`src/verilog/hotswap_consts.vh`:
```
// Summary of operation
// No gate drive before startup and lockout clear
// Lockout or startup reset grounds drive, power_limit_set, timer
// Lockout or startup reset releases both flags
// Allowed current clamped to fixed limit
// Strong pull-down for OV or big overcurrent
// Enable gates drive; loss uses weak pull-down
// Enable low-then-high clears latched off state
// Power_limit_set grounded when disabled or latched off
// Full on below limit, else regulate
// Timer charges while limiting, discharges otherwise
// Timer at top: strong pull-down, discharge
// Latching mode stays off until enable cycle
// Retry: discharge, 15 cycles, then re-enable
// Timer grounded when disabled or in reset
// Power good after low drain voltage, 9 ms
// Power good released on disable, high Vds
// Deglitch filters brief power good dropouts
// Fault flag on timer expiry or overvoltage
// Fault flag released when disabled or reset
// Fault latched, or cleared when retry re-enables
// Overvoltage holds drive and fault low
// Strong pull-down at most 100 us in OV
// Timing from internal clock; inputs synchronised
`ifndef HOTSWAP_CONSTS_VH
`define HOTSWAP_CONSTS_VH
`define CLK_HZ           50000000
`define PG_DEGLITCH_US   9000
`define OV_STRONG_US     100
`define PG_DEGLITCH_CYC  ((`CLK_HZ / 1000000) * `PG_DEGLITCH_US)
`define OV_STRONG_CYC    ((`CLK_HZ / 1000000) * `OV_STRONG_US)
`define RETRY_CYCLES     15
`define GATE_OFF         2'b00
`define GATE_WEAK_PD     2'b01
`define GATE_STRONG_PD   2'b10
`define GATE_DRIVE       2'b11
`endif

```
`src/verilog/sync2.v`:
```
module sync2 #(
    parameter W = 8
) (
    input  wire         i_ref_clk, // System clock
    input  wire         i_sys_rst, // Synchronous reset
    input  wire [W-1:0] i_async,   // Asynchronous inputs
    output reg  [W-1:0] o_sync     // Synchronised inputs
);
    reg [W-1:0] meta_r;

    always @(posedge i_ref_clk)
    begin
        if (i_sys_rst)
        begin
            meta_r <= {W{1'b0}};
            o_sync <= {W{1'b0}};
        end
        else
        begin
            meta_r <= i_async;
            o_sync <= meta_r;
        end
    end
endmodule

```
`src/verilog/hotswap_fault_sequencer.v`:
```
`include "hotswap_consts.vh"

module hotswap_fault_sequencer #(
    parameter PG_DEGLITCH_CYC = `PG_DEGLITCH_CYC,
    parameter OV_STRONG_CYC   = `OV_STRONG_CYC,
    parameter RETRY_CYCLES    = `RETRY_CYCLES
) (
    input  wire       i_ref_clk,        // 50 MHz clock
    input  wire       i_sys_rst,        // Synchronous reset, high
    input  wire       i_latch_mode,     // 1 latch-off, 0 retry
    input  wire       i_por_ok,         // Supply above POR level
    input  wire       i_supply_low_lockout_ok,        // Supply above lockout level
    input  wire       i_enable_hi,      // enable_undervolt_in above +thr
    input  wire       i_enable_lo,      // enable_undervolt_in below -thr
    input  wire       i_excess_voltage, // excess_voltage_input high
    input  wire       i_over_limit,     // Drain current at allowed value
    input  wire       i_large_overcur,  // Large overcurrent comparator
    input  wire       i_vds_above_clamp,// Vds high: power limit governs
    input  wire       i_vds_low,        // Vds below 1.25 V
    input  wire       i_vds_high,       // Vds above 2.7 V
    input  wire       i_timer_top,      // Timer node at 4 V
    input  wire       i_timer_bottom,   // Timer node at 1 V
    output reg  [1:0] o_gate_mode,      // fet_drive mode
    output reg        o_regulate,       // Gate amp regulating
    output reg        o_limit_clamp,    // Allowed current at 50 mV cap
    output reg        o_timer_charge,   // 27 uA charge on
    output reg        o_timer_discharge,// 2.7 uA discharge on
    output reg        o_timer_ground,   // Timer node grounded
    output reg        o_power_limit_set_ground,    // power_limit_set grounded
    output reg        o_pg_n_out,       // power_good_n output value
    output reg        o_pg_n_oe,        // power_good_n drive enable
    output reg        o_fault_n_out,    // fault_n output value
    output reg        o_fault_n_oe      // fault_n drive enable
);
    localparam ST_OFF     = 5'b00001;
    localparam ST_ON      = 5'b00010;
    localparam ST_LATCHED = 5'b00100;
    localparam ST_RDIS    = 5'b01000;
    localparam ST_RCYC    = 5'b10000;

    wire [10:0] s;
    sync2 #(.W(11)) u_sync (
        .i_ref_clk (i_ref_clk),
        .i_sys_rst (i_sys_rst),
        .i_async   ({i_por_ok, i_supply_low_lockout_ok, i_enable_hi, i_enable_lo,
                     i_excess_voltage, i_over_limit, i_large_overcur,
                     i_vds_above_clamp, i_vds_low, i_vds_high,
                     i_timer_top}),
        .o_sync    (s)
    );
    wire por_ok   = s[10];
    wire supply_low_lockout_ok  = s[9];
    wire en_hi    = s[8];
    wire en_lo    = s[7];
    wire ov       = s[6];
    wire over_lim = s[5];
    wire big_oc   = s[4];
    wire vds_clmp = s[3];
    wire vds_low  = s[2];
    wire vds_high = s[1];
    wire t_top    = s[0];

    reg bot_meta_r;
    reg t_bot_r;
    // Mode strap is a pin too, so it is synchronised like the rest
    reg latch_meta_r;
    reg latch_r;

    reg [4:0]  state_r;
    reg [4:0]  state_nxt;
    reg        enabled_r;
    reg        enabled_nxt;
    reg        fault_r;
    reg        fault_nxt;
    reg [4:0]  cyc_cnt_r;
    reg [4:0]  cyc_cnt_nxt;
    reg        charging_r;
    reg        charging_nxt;
    reg [23:0] pg_cnt_r;
    reg        pg_good_r;
    reg [23:0] ov_cnt_r;

    wire supply_ok = por_ok & supply_low_lockout_ok;
    wire run = supply_ok & enabled_r;
    // Last of the restart timing cycles
    wire last_cycle = (cyc_cnt_r == RETRY_CYCLES[4:0] - 5'd1);

    // Counter step shared by the deglitch and pull-down timers
    function [23:0] inc24;
        input [23:0] v;
        begin
            inc24 = v + 24'h00_0001;
        end
    endfunction

    always @(posedge i_ref_clk)
    begin
        if (i_sys_rst)
        begin
            bot_meta_r   <= 1'b0;
            t_bot_r      <= 1'b0;
            latch_meta_r <= 1'b0;
            latch_r      <= 1'b0;
        end
        else
        begin
            bot_meta_r   <= i_timer_bottom;
            t_bot_r      <= bot_meta_r;
            latch_meta_r <= i_latch_mode;
            latch_r      <= latch_meta_r;
        end
    end

    // Enable hysteresis and sequencing
    always @*
    begin
        state_nxt    = state_r;
        enabled_nxt  = enabled_r;
        fault_nxt    = fault_r;
        cyc_cnt_nxt  = cyc_cnt_r;
        charging_nxt = charging_r;
        if (en_hi)
            enabled_nxt = 1'b1;
        else if (en_lo)
            enabled_nxt = 1'b0;
        if (!supply_ok || !enabled_r)
        begin
            // Also clears a latch-off: enable cycle or lockout
            state_nxt = ST_OFF;
            fault_nxt = 1'b0;
        end
        else
        begin
            case (state_r)
                ST_OFF:
                    state_nxt = ST_ON;
                ST_ON:
                    if (t_top)
                    begin
                        fault_nxt = 1'b1;
                        state_nxt = latch_r ? ST_LATCHED : ST_RDIS;
                    end
                ST_LATCHED:
                    state_nxt = ST_LATCHED;
                ST_RDIS:
                    if (t_bot_r)
                    begin
                        state_nxt    = ST_RCYC;
                        cyc_cnt_nxt  = 5'd0;
                        charging_nxt = 1'b1;
                    end
                ST_RCYC:
                    if (charging_r && t_top)
                        charging_nxt = 1'b0;
                    else if (!charging_r && t_bot_r)
                    begin
                        if (last_cycle)
                        begin
                            state_nxt = ST_ON;
                            fault_nxt = 1'b0;
                        end
                        else
                        begin
                            cyc_cnt_nxt  = cyc_cnt_r + 5'd1;
                            charging_nxt = 1'b1;
                        end
                    end
                default:
                    state_nxt = ST_OFF;
            endcase
        end
    end

    always @(posedge i_ref_clk)
    begin
        if (i_sys_rst)
        begin
            state_r    <= ST_OFF;
            enabled_r  <= 1'b0;
            fault_r    <= 1'b0;
            cyc_cnt_r  <= 5'd0;
            charging_r <= 1'b0;
        end
        else
        begin
            state_r    <= state_nxt;
            enabled_r  <= enabled_nxt;
            fault_r    <= fault_nxt;
            cyc_cnt_r  <= cyc_cnt_nxt;
            charging_r <= charging_nxt;
        end
    end

    // Strong pull-down time limit during overvoltage
    always @(posedge i_ref_clk)
    begin
        if (i_sys_rst || !ov)
            ov_cnt_r <= 24'h00_0000;
        else if (ov_cnt_r < OV_STRONG_CYC[23:0])
            ov_cnt_r <= inc24(ov_cnt_r);
    end

    // Assert side needs 9 ms of low Vds; release side also deglitched
    always @(posedge i_ref_clk)
    begin
        if (i_sys_rst || !run)
        begin
            pg_cnt_r  <= 24'h00_0000;
            pg_good_r <= 1'b0;
        end
        else if (pg_good_r ? vds_high : vds_low)
        begin
            if (pg_cnt_r >= PG_DEGLITCH_CYC[23:0] - 24'h00_0001)
            begin
                pg_good_r <= ~pg_good_r;
                pg_cnt_r  <= 24'h00_0000;
            end
            else
                pg_cnt_r <= inc24(pg_cnt_r);
        end
        else
            pg_cnt_r <= 24'h00_0000;
    end

    wire on_state = (state_r == ST_ON);
    wire expired  = on_state & t_top;
    wire limiting = on_state & over_lim & ~ov;
    // Startup and retry wait also keep the gate hard off
    wire hard_off = expired | (on_state & big_oc) | ~on_state;

    // Overvoltage first, then enable loss, then hard faults
    function [1:0] gate_sel;
        input surge;
        input strong_ok;
        input en;
        input kill;
        begin
            if (surge)
                gate_sel = strong_ok ? `GATE_STRONG_PD : `GATE_WEAK_PD;
            else if (!en)
                gate_sel = `GATE_WEAK_PD;
            else if (kill)
                gate_sel = `GATE_STRONG_PD;
            else
                gate_sel = `GATE_DRIVE;
        end
    endfunction

    // Retry cycling drives the timer itself
    function timer_up;
        input       lim;
        input       top;
        input [4:0] st;
        input       chg;
        begin
            // Stop charging at the top so expiry discharges at once
            timer_up = (lim & ~top) | ((st == ST_RCYC) & chg);
        end
    endfunction

    // Charge and discharge are never both on
    wire tmr_up = timer_up(limiting, t_top, state_r, charging_r);

    always @(posedge i_ref_clk)
    begin
        if (i_sys_rst || !supply_ok)
        begin
            o_gate_mode       <= `GATE_OFF;
            o_regulate        <= 1'b0;
            o_limit_clamp     <= 1'b0;
            o_timer_charge    <= 1'b0;
            o_timer_discharge <= 1'b0;
            o_timer_ground    <= 1'b1;
            o_power_limit_set_ground     <= 1'b1;
            o_pg_n_out        <= 1'b1;
            o_pg_n_oe         <= 1'b0;
            o_fault_n_out     <= 1'b1;
            o_fault_n_oe      <= 1'b0;
        end
        else
        begin
            // Strong pull-down only for a bounded time in overvoltage
            o_gate_mode <= gate_sel(ov, ov_cnt_r < OV_STRONG_CYC[23:0],
                                    enabled_r, hard_off);
            o_regulate     <= limiting;
            o_limit_clamp  <= ~vds_clmp;
            o_timer_charge    <= run & tmr_up;
            o_timer_discharge <= run & ~tmr_up;
            o_timer_ground <= ~enabled_r;
            o_power_limit_set_ground  <= ~run | (state_r == ST_LATCHED);
            o_pg_n_out     <= 1'b0;
            o_pg_n_oe      <= pg_good_r;
            o_fault_n_out  <= 1'b0;
            o_fault_n_oe   <= enabled_r & (fault_r | ov);
        end
    end
endmodule

```
`config.mk`:
```
export PLATFORM = sky130hd
export DESIGN_NAME = hotswap_fault_sequencer
export DESIGN_NICKNAME = d
export VERILOG_FILES = /design/src/verilog/sync2.v /design/src/verilog/hotswap_fault_sequencer.v
export VERILOG_INCLUDE_DIRS = /design/src /design/src/verilog
export SDC_FILE = /design/constraint.sdc
export NUM_CORES = 1
export LEC_CHECK = 0
export BUFFER_PORTS_ARGS = -buffer_cell sky130_fd_sc_hd__buf_2
export CORE_MARGIN = 10
export CORE_UTILIZATION = 55
export CTS_BUF_LIST = sky130_fd_sc_hd__clkbuf_4 sky130_fd_sc_hd__clkbuf_8
export DETAILED_ROUTE_END_ITERATION = 10
export GPL_TIMING_DRIVEN = 0
export HOLD_SLACK_MARGIN = 0.1
export PLACE_DENSITY_LB_ADDON = 0.25
export SLEW_MARGIN = 15
export SYNTH_ARGS = -nofsm -noshare
export SYNTH_HDL_FRONTEND = slang
export SYNTH_SLANG_ARGS = --single-unit
```
`constraint.sdc`:
```
create_clock -name i_ref_clk -period 2.04 [get_ports i_ref_clk]
set_clock_uncertainty 0.1 [all_clocks]
set_input_delay 0.102 -clock i_ref_clk [delete_from_list [all_inputs] [get_ports i_ref_clk]]
set_output_delay 0.102 -clock i_ref_clk [all_outputs]
set_load 0.02 [all_outputs]
```
# After elaboration in Yosys (flattened, before gate mapping)
# Index checks and enable logic that the tools add are counted.
dict set report classes {
  eq_ne 14
  reduce_logical 21
  muxes 30
  addsub 3
  bitwise 26
  order_cmp 2
}
# operator count
set op_table {}
lappend op_table {{$add A24 B1 Y24 const B} 2}
lappend op_table {{$mux W5} 9}
lappend op_table {{$pmux W5 S5} 1}
lappend op_table {{$ge A24 B19 Y1 const B} 1}
lappend op_table {{$lt A24 B13 Y1 const B} 1}
lappend op_table {{$reduce_and A5 Y1} 3}
lappend op_table {{$mux W1} 13}
lappend op_table {{$and A1 B1 Y1} 11}
lappend op_table {{$eq A5 B4 Y1 const B} 2}
lappend op_table {{$ne A2 B2 Y1 const B} 5}
lappend op_table {{$not A1 Y1} 10}
lappend op_table {{$pmux W5 S2} 1}
lappend op_table {{$mux W2} 3}
lappend op_table {{$ne A3 B3 Y1 const B} 2}
lappend op_table {{$reduce_and A6 Y1} 1}
lappend op_table {{$reduce_bool A2 Y1} 3}
lappend op_table {{$add A5 B1 Y5 const B} 1}
lappend op_table {{$eq A5 B1 Y1 const B} 1}
lappend op_table {{$eq A5 B2 Y1 const B} 1}
lappend op_table {{$eq A5 B3 Y1 const B} 1}
lappend op_table {{$eq A5 B5 Y1 const B} 1}
lappend op_table {{$logic_not A1 Y1} 5}
lappend op_table {{$or A1 B1 Y1} 5}
lappend op_table {{$logic_or A1 B1 Y1} 4}
lappend op_table {{7 further kinds} 9}
dict set report word_totals {
  register_bits 99
  inputBits 15
  wordCells 120
  out_inout_bits 12
}

# Logic depth before layout (Yosys ltp)
dict set report depth {
  ltp_word 7
  depth_mapped 9
  depth_no_buf 7
}

# Hierarchy
# A second synthesis with hierarchy kept.
dict set report unflattened {
  hier_cells 390
  hier_area_um2 3799.9
}
# mod cells_each area_per_inst_um2 instances seq_area_each_um2
set by_module_without_submodules {}
lappend by_module_without_submodules {hotswap_fault_sequencer 344 3159.3 1 1541.5}
lappend by_module_without_submodules {sync2 46 640.6 1 440.4}

# Worst setup path before layout
# Ideal clock, no wire load.
dict set report synth_timing {
  path_type {register to register}
  startpoint {register pg_cnt_r[0]}
  endpoint {register pg_cnt_r[14]}
  period_less_slack_ns 2.046
  path_buffers 3
  required_time_ns 1.878
  setup_slack_ns -0.006
  arrival_ns 1.884
  setup_ns 0.062
  stages_incl_launch_ff 10
  cell_sequence {dfxtp_1 > ha_1 > buf_2 > nand3_2 > nand2_1 > and4b_1 > or4_4 > buf_6 > buf_12 > nor2_4}
}
dict set report synth_via {
  elab_chain_cells 2
  word_cells_on_any_way 3
  classes_between {add/sub (1); order compare (1); reduce/logical (1)}
}
# item line_no
set synth_rtl {}
lappend synth_rtl {{from (decl)} hotswap_fault_sequencer.v:79} ;# reg [23:0] pg_cnt_r;
lappend synth_rtl {{from (signal assigned)} hotswap_fault_sequencer.v:219} ;# pg_cnt_r <= inc24(pg_cnt_r);
lappend synth_rtl {{$ge A24 B19 Y1} hotswap_fault_sequencer.v:213} ;# if (pg_cnt_r >= PG_DEGLITCH_CYC[23:0] - 24'h00_0001)
lappend synth_rtl {{$reduce_or A3 Y1 (no source line)} -}
# Several ways; a longest one is shown, not always the timed one.
# A chain may end at the register's enable or synchronous reset.

# Worst setup path after layout
dict set report layout_timing {
  startpoint {register pg_cnt_r[0]}
  endpoint {register pg_cnt_r[12]}
}
# Same word-level chain as after synthesis.

==> results.rst <==
.. list-table::
   :header-rows: 1

   * - Metric
     - Value
   * - Count of clock tree sinks
     - 99
   * - Number of design rule violations left after detail routing
     - 0
   * - Detailed-routing iteration count for the pre-antenna-repair pass
     - 4
   * - Number of nets in the finished design
     - 486
   * - Vias
     - between 2000 and 3000
   * - R2r worst-path depth
     - 8
   * - Aggregate global-route resource usage
     - 0.140
   * - Y dimension of the die
     - 104 um
   * - Cell chosen for the clock root
     - clkbuf_8
   * - Pre-CTS WS
     - -0.138 ns
   * - Fraction of registers with async set/reset
     - 0
   * - Leak Pwr
     - 0.00182 uW
   * - Max frequency
     - 0.495 GHz
   * - Number of buffers inserted during clock tree synthesis
     - 9
   * - Arrival time at the worst endpoint
     - between 2 and 2.5 ns
   * - Launching element type of the critical path
     - flip-flop
   * - P per Cell Area
     - 709 nW/um^2
   * - Endpoint of the most critical register-to-register path
     - pg_cnt_r[12]
   * - CTS tree
     - done
   * - Gp weighted congestion
     - 0.812
   * - Finish-stage setup viols
     - 0
   * - Hold Crit Class
     - reg -> reg
   * - Number of instances in the synthesized netlist
     - between 400 and 500
   * - Crit-path max FO
     - 5
   * - Outcome
     - finished clean
   * - Area after detailed placement
     - around 4100 um^2
   * - Sequential share of the synthesized area
     - 0.516
   * - Initial cell density of the core
     - 0.566
   * - Full die area
     - between 10000 and 15000 um^2
   * - # IOs
     - 27
   * - Reg-to-reg setup timing slack
     - ~0.022 ns
   * - Required arrival time at the worst endpoint
     - around 2.3 ns
   * - Design Area, Final
     - about 4600 um^2
   * - Max incr delay on CP
     - slightly below 0.6 ns
   * - Largest delay share family, worst path
     - simple AND/OR/NAND/NOR gates
   * - Count of inserted antenna diode cells
     - 0
   * - Clock Pin Slew Worst Setup and Hold Paths
     - ~0.10 ns
   * - Routed via count divided by cell count
     - between 5 and 6
   * - Rows
     - 30
   * - Area of the mapped netlist
     - ~3800 um^2
   * - Count of filler cells inserted in the layout
     - 529
   * - Worst path slowest cell
     - or4_4
   * - Placed cell count
     - between 500 and 600
   * - RSZ-0062 raised after global routing
     - true
   * - Wire length of the first global-routing pass
     - about 13000 um
   * - Capture point of the worst path
     - pg_cnt_r[12]
   * - Final setup slack of the worst path
     - about 0.022 ns
   * - Via count of the first global-routing pass
     - between 2000 and 3000
   * - Worst path cell trace
     - ha_4 -> buf_6 -> nand3_4 -> nand2_2 -> and4b_1 -> or4_4 -> clkbuf_16 -> nor2_4
   * - Clock latency at the later pin of the worst-skew pair
     - around 0.37 ns
   * - Wire length per cell after detailed routing
     - roughly 14 um
   * - Endpoint kind of the worst setup timing path
     - flip-flop
   * - Hold Fails Final Rpt
     - 0
   * - Final std cells w/o fill
     - 568
   * - H-tree Lvls
     - 3
   * - Start point of the critical path
     - pg_cnt_r[0]
   * - Half-perimeter wire length of the detailed placement result
     - between 5000 and 6000 um
   * - Most instantiated flip-flop cell in the synthesis netlist
     - dfxtp_1
   * - Count of distinct cell types in the synthesized netlist
     - 48
   * - Crit. path cell count
     - 8
   * - Buf/Inv on CP
     - 2
   * - Placeable Area
     - between 6000 and 7000 um^2
   * - Mean cell area of the mapped netlist
     - 9.56 um^2
   * - Share of final-layout standard cells stronger than drive strength 1
     - 0.182
   * - Number of maximum-capacitance violations
     - 0
   * - Pin count of the biggest net entering global routing
     - 20
   * - Hold slack
     - between 0.2 and 0.3 ns
   * - Area used by sequential logic in the layout
     - 1980 um^2
   * - Total detailed-routing wirelength
     - 7710 um
   * - Syn-to-layout area delta
     - 19.6%
   * - Number of port buffers
     - 26
   * - EDFF count, synth
     - 0
   * - Crit path kind
     - reg -> reg
   * - Deepest clock path buffer count
     - 2
   * - Count of nets left with antenna violations after detail routing
     - 0
   * - First-iteration detailed-routing DRC count
     - 127
   * - Final TNS setup
     - 0 ns
   * - Final global-route overflow total
     - 0
   * - Area of combinational cells with multiple inputs
     - ~1800 um^2
   * - Peak supply drop
     - about 580 uV
   * - X dimension of the die
     - roughly 100 um
   * - Fin crit share
     - 0.989
   * - Reg2Reg Launch Point
     - pg_cnt_r[0]
   * - Synth warnings
     - 0
   * - Number of antenna violations at the first check in global routing
     - 0
   * - Post-synthesis sequential element count
     - 99
   * - Final critical-path required period
     - about 2.0 ns
   * - Max Transition Viols Final
     - 0
[cells in the mapped netlist, types with 2 or more instances]
cell type | number | area, um^2
mux2i_1 | 3 | 30.0
and4b_1 | 2 | 20.0
a32oi_1 | 2 | 17.5
a21oi_1 | 8 | 40.0
and2_1 | 15 | 93.8
nand3_1 | 17 | 85.1
buf_4 | 2 | 15.0
o31ai_1 | 3 | 22.5
nor4b_1 | 2 | 17.5
xor2_1 | 14 | 123
a41oi_1 | 2 | 17.5
clkbuf_1 | 11 | 41.3
nand2_1 | 35 | 131
nor2_1 | 43 | 161
dfxtp_1 | 99 | 1980
buf_6 | 2 | 22.5
nor2_2 | 2 | 12.5
nor2b_1 | 29 | 181
nand4_1 | 7 | 43.8
nor2_4 | 8 | 90.1
nor4_1 | 5 | 31.3
a31oi_1 | 10 | 62.6
inv_1 | 6 | 22.5
a41o_1 | 7 | 70.1
and4_1 | 5 | 43.8
nor3_1 | 6 | 30.0
ha_1 | 4 | 50.1
o21ai_0 | 8 | 40.0
or3_1 | 4 | 25.0
buf_2 | 3 | 15.0
nand2b_1 | 5 | 31.3
nand3b_1 | 2 | 15.0
xnor2_1 | 7 | 61.3
a31o_2 | 3 | 26.3
and3_1 | 8 | 50.1
[cell families after synthesis]
logic type,Yosys count,share of synthesized area
AND/OR/NAND/NOR,200,0.289
flip-flops,99,0.516
AO/OA/AOI/OAI,48,0.0885
buffers and inverters,26,0.0371
XOR/XNOR,21,0.0479
adder cells (fa/ha/maj),4,0.0130
multiplexers,3,0.00781
other,1,0.000976
[report_power, final]
| group | internal [uW] | switching [uW] | total [uW] |
|---|---|---|---|
| registers | 1960 | 11.7 | 1970 |
| clock network | 478 | 720 | 1200 |
| logic | 47.9 | 38.0 | 85.8 |
[through the flow]
stage | power (uW) | utilization
floorplan | 2060 | -
finish | 3260 | 0.677
CTS | 3280 | 0.659
global placement | 2080 | 0.605
global route | 3380 | 0.677
detailed placement | 2080 | 0.605
[state kept, by name, indices dropped and copies added (netlist names), 2 cells and up]
signal	cells
o_gate_mode	2
pg_cnt_r	24
ov_cnt_r	24
cyc_cnt_r	5
u_sync.meta_r	11
u_sync.o_sync	11
state_r	5
[placed cells by master (no fill, tap or decap), types with 6 or more instances in the layout]
| cell | count |
|---|---|
| buf_4 | 13 |
| nand2_1 | 34 |
| buf_2 | 28 |
| and3_1 | 7 |
| nor3_1 | 6 |
| nand4_1 | 7 |
| nor2_4 | 9 |
| a31oi_1 | 10 |
| nor2_1 | 43 |
| a21oi_1 | 8 |
| and2_1 | 15 |
| a41o_1 | 7 |
| inv_1 | 6 |
| nand3_1 | 17 |
| xnor2_1 | 7 |
| dlygate4sd3_1 | 14 |
| nor2b_1 | 29 |
| xor2_1 | 14 |
| o21ai_0 | 7 |
| clkbuf_1 | 10 |
| clkbuf_8 | 9 |
| dfxtp_1 | 97 |
[metal layers]
layer / up-vias / track usage / part of all wire
met4: 0 / 0.0514 / 0.012
met3: 10 / 0.0508 / 0.042
met5: - / 0 / 0
li1: 1507 / - / -
met2: 49 / 0.204 / 0.45
met1: 1338 / 0.186 / 0.50
[worst min path at each step]
| stage | to | depth (start not counted) | slack (ns) | start |
|---|---|---|---|---|
| 2_1_floorplan | bot_meta_r | 1 | 0.13 | i_timer_bottom |
| 4_1_cts | o_limit_clamp | 1 | 0.31 | u_sync.o_sync[3] |
| 3_3_place_gp | u_sync.meta_r[8] | 2 | 0.21 | i_enable_hi |
| 3_5_place_dp | u_sync.meta_r[8] | 2 | 0.21 | i_enable_hi |
| 5_1_grt | o_limit_clamp | 1 | 0.32 | u_sync.o_sync[3] |
| 6_report | o_limit_clamp | 1 | 0.30 | u_sync.o_sync[3] |
[layout make-up]
cell class	instances	share of cell area
buffer	17	0.0229
inverter	7	0.00626
sequential	99	0.432
timing repair buffer	52	0.0822
multi-input combinational	281	0.390
clock buffer	9	0.0269
tap	96	0.0261
clock inverter	7	0.0142
[timing repair]
action	CTS	global route
resized for setup	4	10
cloned	0	1
pin swaps	1	5
hold endpoints to repair	18	0
buffers inserted	5	6
endpoints found under the setup margin	21	23
hold buffers	14	0
Power figures use the tool's default switching activity.
